==> src/include/psc_pkg.sv <==
// Purpose: Shared constants for the protected safety control bank
// Assumes: 16-bit registers on a plain strobe port
// Notes: Offsets are register indices on the local port
package psc_pkg;
    localparam int AW = 3;
    localparam int DW = 16;
    // Register map
    localparam logic [2:0] ADDR_OUT_CTRL = 3'h0;
    localparam logic [2:0] ADDR_OUT_INV = 3'h1;
    localparam logic [2:0] ADDR_OSC = 3'h2;
    localparam logic [2:0] ADDR_OSC_INV = 3'h3;
    localparam logic [2:0] ADDR_SUP1 = 3'h4;
    localparam logic [2:0] ADDR_SUP1_INV = 3'h5;
    localparam logic [2:0] ADDR_SUP_EVT = 3'h6;
    // Field positions
    localparam int OUT_LSB = 0;
    localparam int MOD_RATE_BIT = 5;
    localparam int SPREAD_EN_BIT = 4;
    localparam int FREQ_LSB = 0;
    localparam int ERR_LIM_LSB = 14;
    localparam int RFR_LIM_LSB = 11;
    localparam int FAIL_LSB = 8;
    localparam int RFR_CNT_LSB = 4;
    localparam int ERR_CNT_LSB = 0;
    localparam int EVT_REFRESH_BIT = 0;
    localparam int EVT_ERROR_BIT = 1;
    // Reset values: all fields clear except complements, set so pairs match
    localparam logic [2:0] OUT_RST = 3'h7;
    localparam logic [3:0] FREQ_RST = 4'h0;
    localparam logic [1:0] LIM_RST = 2'h0;
    // Limits
    localparam logic [3:0] ERR_MAX_00 = 4'h8;
    localparam logic [3:0] ERR_MAX_01 = 4'h6;
    localparam logic [3:0] ERR_MAX_10 = 4'h4;
    localparam logic [3:0] ERR_MAX_11 = 4'h2;
    localparam logic [2:0] RFR_MAX_00 = 3'h6;
    localparam logic [2:0] RFR_MAX_01 = 3'h4;
    localparam logic [2:0] RFR_MAX_10 = 3'h2;
    localparam logic [2:0] RFR_MAX_11 = 3'h1;
    // Fail actions
    localparam logic [1:0] FAIL_STAY = 2'h0;
    localparam logic [1:0] FAIL_INIT = 2'h1;
    localparam logic [1:0] FAIL_DEEP = 2'h2;
    // Spread modulation rates in Hz
    localparam int MOD_SLOW_HZ = 23500;
    localparam int MOD_FAST_HZ = 94000;
endpackage

==> src/core/psc_regs.sv <==
// Purpose: Complement-protected output, oscillator frequency and supervisor controls
// Assumes: Single clock, strobe register port, read data one cycle later
// Notes: Refresh and error events arrive from the supervisor timer
//
// What this block does
// - Output complement bits at 2,1,0
// - Applied zero drives low, one releases
// - Modulation rate bit 5 selects 23.5/94 kHz
// - Bit 4 enables frequency spreading
// - Frequency codes map to 16-24 MHz
// - Frequency applied only with matching complement
// - Complement register holds frequency copy
// - Error limit 8/6/4/2 when copies match
// - Refresh limit 6/4/2/1 when copies match
// - Fail action: stay, init, or deep failsafe
// - Fail action applied only when copies match
// - Three-bit refresh counter wraps to zero
// - Four-bit error counter readable at 3:0
// - All fields reset on power-on
//
// Strobed register access and the address map were left to the implementer.
`timescale 1ns/1ps
module psc_regs (
    // Clock and reset
    input wire logic sys_clk_i,
    input wire logic nrst_i,
    // Register port
    input wire logic [psc_pkg::AW-1:0] addr_i,
    input wire logic [psc_pkg::DW-1:0] wdata_i,
    input wire logic wr_i,
    input wire logic rd_i,
    output logic [psc_pkg::DW-1:0] rdata_o,
    // Supervisor events
    input wire logic refresh_ok_i,
    input wire logic refresh_bad_i,
    // Output pins, open-drain style
    output logic [2:0] out_pin_o,
    output logic [2:0] out_pin_oe_o,
    // Oscillator controls
    output logic [3:0] osc_freq_sel_o,
    output logic spread_enable_o,
    output logic spread_mod_rate_o,
    output logic [6:0] osc_mhz_o,
    // Supervisor outcome
    output logic sup_fail_o,
    output logic go_init_o,
    output logic deep_failsafe_state_o
);
    typedef struct packed {
        // Fields written over the register port
        logic [2:0] out_ctrl;
        logic [2:0] out_ctrl_inv;
        logic spread_mod_rate;
        logic spread_enable;
        logic [3:0] osc_freq_sel;
        logic [3:0] osc_freq_sel_inv;
        logic [1:0] err_lim;
        logic [1:0] rfr_lim;
        logic [1:0] fail_act;
        logic [1:0] err_lim_inv;
        logic [1:0] rfr_lim_inv;
        logic [1:0] fail_act_inv;
        // Watchdog counters
        logic [2:0] rfr_cnt;
        logic [3:0] err_cnt;
        // Read answer and registered outputs
        logic [15:0] rdata;
        logic [2:0] pin;
        logic [2:0] pin_oe;
        logic [3:0] freq_o;
        logic [6:0] mhz;
        logic fail;
        logic go_init;
        logic deep;
    } psc_state_s;

    psc_state_s r, nxt;
    logic [2:0] out_app;
    logic [3:0] freq_app;
    logic [1:0] err_app, rfr_app, fail_app;

    // ---------------------------------------------
    // Protected fields
    // ---------------------------------------------
    psc_match #(.W(3), .RST(~psc_pkg::OUT_RST)) u_out (
        .sys_clk_i(sys_clk_i),
        .nrst_i(nrst_i),
        .true_i(r.out_ctrl),
        .inv_i(r.out_ctrl_inv),
        .applied_o(out_app)
    );
    psc_match #(.W(4), .RST(psc_pkg::FREQ_RST)) u_freq (
        .sys_clk_i(sys_clk_i),
        .nrst_i(nrst_i),
        .true_i(r.osc_freq_sel),
        .inv_i(r.osc_freq_sel_inv),
        .applied_o(freq_app)
    );
    psc_match #(.W(2), .RST(psc_pkg::LIM_RST)) u_err (
        .sys_clk_i(sys_clk_i),
        .nrst_i(nrst_i),
        .true_i(r.err_lim),
        .inv_i(r.err_lim_inv),
        .applied_o(err_app)
    );
    psc_match #(.W(2), .RST(psc_pkg::LIM_RST)) u_rfr (
        .sys_clk_i(sys_clk_i),
        .nrst_i(nrst_i),
        .true_i(r.rfr_lim),
        .inv_i(r.rfr_lim_inv),
        .applied_o(rfr_app)
    );
    psc_match #(.W(2), .RST(psc_pkg::FAIL_STAY)) u_fail (
        .sys_clk_i(sys_clk_i),
        .nrst_i(nrst_i),
        .true_i(r.fail_act),
        .inv_i(r.fail_act_inv),
        .applied_o(fail_app)
    );

    // ---------------------------------------------
    // Decoders
    // ---------------------------------------------
    // Limit codes count down from the loosest setting
    function automatic logic [3:0] err_max(input logic [1:0] c);
        case (c)
            2'h0: err_max = psc_pkg::ERR_MAX_00;
            2'h1: err_max = psc_pkg::ERR_MAX_01;
            2'h2: err_max = psc_pkg::ERR_MAX_10;
            default: err_max = psc_pkg::ERR_MAX_11;
        endcase
    endfunction

    function automatic logic [2:0] rfr_max(input logic [1:0] c);
        case (c)
            2'h0: rfr_max = psc_pkg::RFR_MAX_00;
            2'h1: rfr_max = psc_pkg::RFR_MAX_01;
            2'h2: rfr_max = psc_pkg::RFR_MAX_10;
            default: rfr_max = psc_pkg::RFR_MAX_11;
        endcase
    endfunction

    // Zero means a code with no defined frequency
    function automatic logic [6:0] freq_mhz(input logic [3:0] c);
        case (c)
            4'h0: freq_mhz = 7'h14;
            4'h1: freq_mhz = 7'h15;
            4'h2: freq_mhz = 7'h16;
            4'h3: freq_mhz = 7'h17;
            4'h4: freq_mhz = 7'h18;
            4'h9: freq_mhz = 7'h10;
            4'hA: freq_mhz = 7'h11;
            4'hB: freq_mhz = 7'h12;
            default: freq_mhz = 7'h00;
        endcase
    endfunction

    function automatic logic [15:0] pack_sup(
        input psc_state_s s,
        input logic inv
    );
        pack_sup = '0;
        if (inv) begin
            pack_sup[psc_pkg::ERR_LIM_LSB +: 2] = s.err_lim_inv;
            pack_sup[psc_pkg::RFR_LIM_LSB +: 2] = s.rfr_lim_inv;
            pack_sup[psc_pkg::FAIL_LSB +: 2] = s.fail_act_inv;
        end else begin
            pack_sup[psc_pkg::ERR_LIM_LSB +: 2] = s.err_lim;
            pack_sup[psc_pkg::RFR_LIM_LSB +: 2] = s.rfr_lim;
            pack_sup[psc_pkg::FAIL_LSB +: 2] = s.fail_act;
            pack_sup[psc_pkg::RFR_CNT_LSB +: 3] = s.rfr_cnt;
            pack_sup[psc_pkg::ERR_CNT_LSB +: 4] = s.err_cnt;
        end
    endfunction

    // ---------------------------------------------
    // Next state
    // ---------------------------------------------
    always_comb begin
        logic fail_now;
        fail_now = 1'b0;
        nxt = r;
        nxt.fail = 1'b0;
        nxt.rdata = '0;
        // A bad refresh wins over a good one in one cycle
        // Supervisor counters
        if (refresh_bad_i) begin
            if (r.err_cnt + 4'h2 >= err_max(err_app)) begin
                fail_now = 1'b1;
                nxt.err_cnt = '0;
            end else begin
                nxt.err_cnt = r.err_cnt + 4'h2;
            end
            nxt.rfr_cnt = '0;
        end else if (refresh_ok_i) begin
            if (r.rfr_cnt + 3'h1 >= rfr_max(rfr_app)) begin
                nxt.rfr_cnt = '0;
                if (r.err_cnt != '0) begin
                    nxt.err_cnt = r.err_cnt - 4'h1;
                end
            end else begin
                nxt.rfr_cnt = r.rfr_cnt + 3'h1;
            end
        end
        // Fail action only ever sets; reset alone clears it
        if (fail_now) begin
            nxt.fail = 1'b1;
            case (fail_app)
                psc_pkg::FAIL_INIT: nxt.go_init = 1'b1;
                psc_pkg::FAIL_DEEP: nxt.deep = 1'b1;
                default: nxt.go_init = r.go_init;
            endcase
        end
        // Register writes
        // Unmapped indices leave every field untouched
        if (wr_i) begin
            case (addr_i)
                psc_pkg::ADDR_OUT_CTRL:
                    nxt.out_ctrl = wdata_i[psc_pkg::OUT_LSB +: 3];
                psc_pkg::ADDR_OUT_INV:
                    nxt.out_ctrl_inv = wdata_i[psc_pkg::OUT_LSB +: 3];
                psc_pkg::ADDR_OSC: begin
                    nxt.spread_mod_rate = wdata_i[psc_pkg::MOD_RATE_BIT];
                    nxt.spread_enable = wdata_i[psc_pkg::SPREAD_EN_BIT];
                    nxt.osc_freq_sel = wdata_i[psc_pkg::FREQ_LSB +: 4];
                end
                psc_pkg::ADDR_OSC_INV:
                    nxt.osc_freq_sel_inv = wdata_i[psc_pkg::FREQ_LSB +: 4];
                psc_pkg::ADDR_SUP1: begin
                    nxt.err_lim = wdata_i[psc_pkg::ERR_LIM_LSB +: 2];
                    nxt.rfr_lim = wdata_i[psc_pkg::RFR_LIM_LSB +: 2];
                    nxt.fail_act = wdata_i[psc_pkg::FAIL_LSB +: 2];
                end
                psc_pkg::ADDR_SUP1_INV: begin
                    nxt.err_lim_inv = wdata_i[psc_pkg::ERR_LIM_LSB +: 2];
                    nxt.rfr_lim_inv = wdata_i[psc_pkg::RFR_LIM_LSB +: 2];
                    nxt.fail_act_inv = wdata_i[psc_pkg::FAIL_LSB +: 2];
                end
                default: nxt.rfr_cnt = nxt.rfr_cnt;
            endcase
        end
        // Register reads, answered the next cycle
        // Outside the answer cycle the read data stay zero
        if (rd_i) begin
            case (addr_i)
                psc_pkg::ADDR_OUT_CTRL:
                    nxt.rdata[psc_pkg::OUT_LSB +: 3] = r.out_ctrl;
                psc_pkg::ADDR_OUT_INV:
                    nxt.rdata[psc_pkg::OUT_LSB +: 3] = r.out_ctrl_inv;
                psc_pkg::ADDR_OSC: begin
                    nxt.rdata[psc_pkg::MOD_RATE_BIT] = r.spread_mod_rate;
                    nxt.rdata[psc_pkg::SPREAD_EN_BIT] = r.spread_enable;
                    nxt.rdata[psc_pkg::FREQ_LSB +: 4] = r.osc_freq_sel;
                end
                psc_pkg::ADDR_OSC_INV:
                    nxt.rdata[psc_pkg::FREQ_LSB +: 4] = r.osc_freq_sel_inv;
                psc_pkg::ADDR_SUP1: nxt.rdata = pack_sup(r, 1'b0);
                psc_pkg::ADDR_SUP1_INV: nxt.rdata = pack_sup(r, 1'b1);
                psc_pkg::ADDR_SUP_EVT: begin
                    nxt.rdata[psc_pkg::EVT_REFRESH_BIT] = r.go_init;
                    nxt.rdata[psc_pkg::EVT_ERROR_BIT] = r.deep;
                end
                default: nxt.rdata = '0;
            endcase
        end
        // Applied outputs: zero pulls low, one releases to pull-up
        nxt.pin = 3'h0;
        nxt.pin_oe = ~out_app;
        nxt.freq_o = freq_app;
        nxt.mhz = freq_mhz(freq_app);
    end

    // ---------------------------------------------
    // State register
    // ---------------------------------------------
    always_ff @(posedge sys_clk_i or negedge nrst_i) begin
        if (!nrst_i) begin
            r <= '0;
            // Complements start inverted so every pair agrees
            r.out_ctrl_inv <= psc_pkg::OUT_RST;
            r.osc_freq_sel_inv <= ~psc_pkg::FREQ_RST;
            r.err_lim_inv <= ~psc_pkg::LIM_RST;
            r.rfr_lim_inv <= ~psc_pkg::LIM_RST;
            r.fail_act_inv <= ~psc_pkg::FAIL_STAY;
            r.pin_oe <= 3'h7;
            // Applied code 0 decodes to 20 MHz
            r.mhz <= 7'h14;
        end else begin
            r <= nxt;
        end
    end

    // ---------------------------------------------
    // Outputs, each straight from the state register
    // ---------------------------------------------
    assign rdata_o = r.rdata;
    assign out_pin_o = r.pin;
    assign out_pin_oe_o = r.pin_oe;
    assign osc_freq_sel_o = r.freq_o;
    assign spread_enable_o = r.spread_enable;
    assign spread_mod_rate_o = r.spread_mod_rate;
    assign osc_mhz_o = r.mhz;
    assign sup_fail_o = r.fail;
    assign go_init_o = r.go_init;
    assign deep_failsafe_state_o = r.deep;
endmodule

==> src/core/psc_match.sv <==
// Purpose: Apply a protected field only while its copies agree
// Assumes: Complement copy lives in another register
// Notes: Holds the last agreed value otherwise
`timescale 1ns/1ps
module psc_match #(
    parameter int W = 2,
    parameter logic [W-1:0] RST = '0
) (
    // Clock and reset
    input wire logic sys_clk_i,
    input wire logic nrst_i,
    // Field copies
    input wire logic [W-1:0] true_i,
    input wire logic [W-1:0] inv_i,
    // Applied value
    output logic [W-1:0] applied_o
);
    always_ff @(posedge sys_clk_i or negedge nrst_i) begin
        if (!nrst_i) begin
            applied_o <= RST;
        end else if (true_i == ~inv_i) begin
            applied_o <= true_i;
        end
    end
endmodule

==> config.mk <==
export PLATFORM = sky130hd
export DESIGN_NAME = psc_regs
export DESIGN_NICKNAME = d
export VERILOG_FILES = /design/src/include/psc_pkg.sv /design/src/core/psc_regs.sv /design/src/core/psc_match.sv
export SDC_FILE = /design/constraint.sdc
export NUM_CORES = 1
export LEC_CHECK = 0
export BUFFER_PORTS_ARGS = -buffer_cell sky130_fd_sc_hd__buf_2
export CORE_MARGIN = 2
export CORE_UTILIZATION = 56
export CTS_BUF_LIST = sky130_fd_sc_hd__clkbuf_16
export CTS_CLUSTER_DIAMETER = 150
export DETAILED_ROUTE_END_ITERATION = 10
export GPL_ROUTABILITY_DRIVEN = 0
export GPL_TIMING_DRIVEN = 1
export PLACE_DENSITY = 0.79
export SLEW_MARGIN = 10
export SYNTH_ARGS = -nofsm -noshare
export SYNTH_HDL_FRONTEND = slang
export SYNTH_SLANG_ARGS = --single-unit
export TNS_END_PERCENT = 30
==> constraint.sdc <==
create_clock -name sys_clk_i -period 2.6 [get_ports sys_clk_i]
set_clock_uncertainty 0.15 [all_clocks]
set_input_delay 0 -clock sys_clk_i [delete_from_list [all_inputs] [get_ports sys_clk_i]]
set_output_delay 0 -clock sys_clk_i [all_outputs]
set_load 0.005 [all_outputs]
==> impl_table.tex <==
\begin{tabular}{lr}
\hline
Metric & Value \\
\hline
\multicolumn{2}{l}{\textbf{Timing}} \\
\quad Max-slew violations & 0 \\
\quad Peak clock frequency supported by timing & 418 MHz \\
\quad Final TNS setup & 0 ns \\
\quad Final hold viol count & 0 \\
\quad Final cycle utilization of the critical path & 0.921 \\
\quad Hold Worst Slack & 0.0452 ns \\
\quad Worst-margin pin slew & 0.596 ns \\
\quad Final critical path time including I/O delays and setup & 2.39 ns \\
\quad Final setup violation count & 0 \\
\quad Relative max-transition margin & 0.603 \\
\quad Unrepaired setup endpoints after global routing & false \\
\multicolumn{2}{l}{\textbf{Worst setup path}} \\
\quad Kind of critical path & reg2reg \\
\quad Critical Path AT & 2.47 ns \\
\quad Element type at the critical path start & flip-flop \\
\quad Worst EP required & 2.67 ns \\
\quad Type of element capturing the critical path & flip-flop \\
\quad Standard cell with the maximum stage delay on the critical path & sky130\_fd\_sc\_hd\_\_dfrtp\_1 \\
\quad Cells along the critical path & ha\_1, xor2\_1, ha\_1, a21o\_1, a31oi\_2, nor2\_1, o311ai\_1 \\
\quad Worst Path Max Fanout & 10 \\
\quad Cell occurring most often along the worst timing path & sky130\_fd\_sc\_hd\_\_ha\_1 \\
\quad Delay of the slowest critical-path stage & 0.43 ns \\
\multicolumn{2}{l}{\textbf{Power and ir drop}} \\
\quad Proportion of power drawn by flip-flops and latches & 0.429 \\
\quad Switch Pwr & 0.00142 W \\
\quad Power density of the placed cells & 996 nW/um\^{}2 \\
\quad Clock group share of total power & 0.269 \\
\quad Share of total power in combinational logic & 0.302 \\
\quad Leakage & 2.08 nW \\
\quad Cell internal power dissipation & 0.00298 W \\
\quad Switching portion of total power & 0.323 \\
\quad Worst-case vdd ir drop & 0.500 mV \\
\multicolumn{2}{l}{\textbf{CTS}} \\
\quad Number of clock sinks & 76 \\
\quad TritonCTS clock tree & done \\
\quad Quantity of hold-fixing buffers added after cts & 18 \\
\quad Clock input transition at the sequential cells of the worst setup and hold paths & 0.05 ns \\
\quad Post-CTS setup-driven buffer insertion count & 0 \\
\quad Number of resized instances in the post-cts repair step & 0 \\
\quad Deepest clock path buffer count & 2 \\
\quad \# H-tree levels & 3 \\
\quad Clock buffer count from CTS & 9 \\
\quad Clock latency reported for the late side of the worst-skew pair & 0.33 ns \\
\quad Cell at the root of the clock tree & sky130\_fd\_sc\_hd\_\_clkbuf\_16 \\
\multicolumn{2}{l}{\textbf{Synth}} \\
\quad Post-synth EDFFs & 0 \\
\quad Async set-or-reset flop fraction in the synthesized netlist & 1.00 \\
\quad Yosys warnings & 0 \\
\quad Distinct cell type count after synthesis & 47 \\
\quad Cell area after synthesis & 3850 sq um \\
\quad Number of instances in the synthesized netlist & 330 \\
\quad Synth Flop Type & sky130\_fd\_sc\_hd\_\_dfrtp\_1 \\
\quad Mean instance size in the synthesized netlist & 11.7 sq um \\
\quad Sequential-to-total area share from yosys stat & 0.499 \\
\quad Flip-flop and latch count after synthesis & 76 \\
\multicolumn{2}{l}{\textbf{Place}} \\
\quad Placed Instances & 428 \\
\quad Detail Placement HPWL & 4830 microns \\
\quad Number of buffers inserted by port buffering & 50 \\
\multicolumn{2}{l}{\textbf{Final layout}} \\
\quad Most frequent cells in the layout & sky130\_fd\_sc\_hd\_\_dfrtp\_1, sky130\_fd\_sc\_hd\_\_buf\_2, sky130\_fd\_sc\_hd\_\_mux2\_2, sky130\_fd\_sc\_hd\_\_nor2\_1 \\
\quad Most frequent standard cell in the layout excluding fill and tap cells & sky130\_fd\_sc\_hd\_\_dfrtp\_1 \\
\quad Number of filler instances in the final layout & 508 \\
\quad Area growth, synth to finish & 14.6\% \\
\quad Layout cells sized above 1 & 0.330 \\
\quad Non-Filler Instances & 462 \\
\quad Final Net Count & 415 \\
\quad ANT cells & 0 \\
\multicolumn{2}{l}{\textbf{Routing}} \\
\quad Vias per inst & 5.41 \\
\quad Overall routed net length & 7070 microns \\
\quad Number of nets with antenna violations after detailed routing & 0 \\
\quad Total via count in the routed design & 2500 \\
\quad Routed length per placed instance & 15.3 microns \\
\quad Number of detailed-route iterations in the first pass & 4 \\
\quad Drt drc & 0 \\
\quad Number of DRC violations after detailed-routing iteration 0 & 185 \\
\multicolumn{2}{l}{\textbf{Die}} \\
\quad Chip Width & 87.0 microns \\
\quad Number of top-level design ports & 63 \\
\quad Cell Rows & 30 \\
\quad Die footprint & 7560 sq um \\
\quad Total core area & 6720 sq um \\
\quad Effective utilization at floorplan & 0.574 \\
\quad Vertical die dimension & 87.0 microns \\
\multicolumn{2}{l}{\textbf{GRT}} \\
\quad Wire length of the first global-routing pass & 12200 microns \\
\quad Number of global-route vias before repair & 2544 \\
\quad Antenna violations before repair & 0 \\
\quad Total GRT Usage & 0.211 \\
\quad Global-route congestion overflow total & 0 \\
\quad Maximum number of pins on one net before global-route repair & 34 \\
\multicolumn{2}{l}{\textbf{Outcome}} \\
\quad Result of the run & finished, final reports clean \\
\multicolumn{2}{l}{\textbf{Flow run}} \\
\quad Maxcap violations & 0 \\
\multicolumn{2}{l}{\textbf{Hold path}} \\
\quad Worst hold-check path type & in2reg \\
\hline
\end{tabular}
[worst max-delay path, delay by kind of cell, from the launching register on]
| kind | cells | cell delay, ns |
|---|---|---|
| AO/OA/AOI/OAI | 3 | 0.84 |
| flip-flops | 1 | 0.43 |
| XOR/XNOR | 1 | 0.16 |
| AND/OR/NAND/NOR | 1 | 0.13 |
| adder cells (fa/ha/maj) | 2 | 0.58 |
[worst paths after layout]
| check | startpoint | to | slack, ns | cells past startpoint |
|---|---|---|---|---|
| setup / recovery | r[40] | r[37] | 0.21 | 7 |
| hold / removal | wr_i | r[49] | 0.05 | 5 |
| setup reg to reg | r[40] | r[37] | 0.21 | 7 |
| hold reg to reg | u_out.applied_o[2] | out_pin_oe_o[2] | 0.22 | 1 |
| max in group asynchronous | nrst_i | out_pin_oe_o[1] | 1.33 | 3 |
| min in group asynchronous | nrst_i | osc_freq_sel_o[2] | 0.10 | 2 |
[through the flow]
stage	worst slack, ns	power [W]	instance area (sq um)	utilization
CTS	0.210	0.00443	4420	0.658
global placement	0.312	0.00312	3950	0.588
detailed placement	0.226	0.00321	3950	0.588
floorplan	0.466	0.00292	3880	-
finish	0.206	0.00440	4420	0.658
global route	0.0125	0.00472	4420	0.658
[layout make-up]
class	count	area, sq um	share of cell area
Sequential cell	76	1920	0.436
Clock inverter	7	60.1	0.0136
Timing Repair Buffer	70	445	0.101
Tap cell	80	100	0.0227
Inverter	16	60.1	0.0136
Multi-Input combinational cell	204	1600	0.363
Clock buffer	9	225	0.0510
[flip-flops by register name, summed over array words and instances (netlist names)]
signal,flops
r,33
rdata_o,13
osc_mhz_o,5
osc_freq_sel_o,4
u_freq.applied_o,4
out_pin_oe_o,3
u_out.applied_o,3
u_err.applied_o,2
u_fail.applied_o,2
u_rfr.applied_o,2
deep_failsafe_state_o,1
go_init_o,1
spread_enable_o,1
spread_mod_rate_o,1
sup_fail_o,1
[logic make-up (layout without fill, tap and decap cells)]
group / after synthesis / count (layout) / share of synthesized area
AOI/OAI and AO/OA: 35 / 35 / 0.0639
xor gates and xnor gates: 15 / 15 / 0.0341
adders and majority gates: 13 / 13 / 0.0422
buffers and inverters: 57 / 102 / 0.0919
DFF: 76 / 76 / 0.499
muxes: 49 / 49 / 0.148
other: 1 / 8 / 0.000973
and+or+nand+nor: 84 / 84 / 0.120
[layer usage]
layer / track usage / part of all wire / vias to the layer above
met5: 0 / 0 / -
met4: 0.102 / 0.030 / 0
met3: 0.0427 / 0.037 / 16
met2: 0.341 / 0.49 / 81
met1: 0.272 / 0.44 / 1217
li1: - / - / 1186
[Yosys cell counts, types with 2 or more instances]
cell type / number / area [sq um]
sky130_fd_sc_hd__inv_1: 16 / 60.1
sky130_fd_sc_hd__nor2b_1: 7 / 43.8
sky130_fd_sc_hd__mux4_2: 3 / 67.6
sky130_fd_sc_hd__a22oi_1: 2 / 15.0
sky130_fd_sc_hd__a41o_1: 2 / 20.0
sky130_fd_sc_hd__and2_1: 4 / 25.0
sky130_fd_sc_hd__o21ai_0: 9 / 45.0
sky130_fd_sc_hd__nand2_1: 12 / 45.0
sky130_fd_sc_hd__nand2b_1: 13 / 81.3
sky130_fd_sc_hd__o311ai_1: 3 / 26.3
sky130_fd_sc_hd__o2bb2ai_1: 3 / 26.3
sky130_fd_sc_hd__nand3_1: 9 / 45.0
sky130_fd_sc_hd__ha_1: 13 / 163
sky130_fd_sc_hd__nor2_1: 22 / 82.6
sky130_fd_sc_hd__or4_1: 2 / 15.0
sky130_fd_sc_hd__nor3_1: 2 / 10.0
sky130_fd_sc_hd__mux2i_1: 13 / 130
sky130_fd_sc_hd__xnor2_1: 4 / 35.0
sky130_fd_sc_hd__dfstp_2: 18 / 473
sky130_fd_sc_hd__nand3b_1: 2 / 15.0
sky130_fd_sc_hd__dfrtp_1: 58 / 1450
sky130_fd_sc_hd__clkbuf_1: 4 / 15.0
sky130_fd_sc_hd__buf_4: 35 / 263
sky130_fd_sc_hd__a21oi_1: 9 / 45.0
sky130_fd_sc_hd__mux2_2: 33 / 372
sky130_fd_sc_hd__xor2_1: 11 / 96.3
[power by group through the flow]
| stage | sequential [W] | clock (W) | combinational (W) |
|---|---|---|---|
| 2_1_floorplan | 0.00182 | 0 | 0.00110 |
| 3_3_place_gp | 0.00189 | 0 | 0.00123 |
| 3_5_place_dp | 0.00190 | 0 | 0.00131 |
| 4_1_cts | 0.00189 | 0.00120 | 0.00134 |
| 5_1_grt | 0.00195 | 0.00126 | 0.00152 |
| 6_report | 0.00189 | 0.00118 | 0.00133 |
Note: power is estimated with default switching activity, not from simulation.
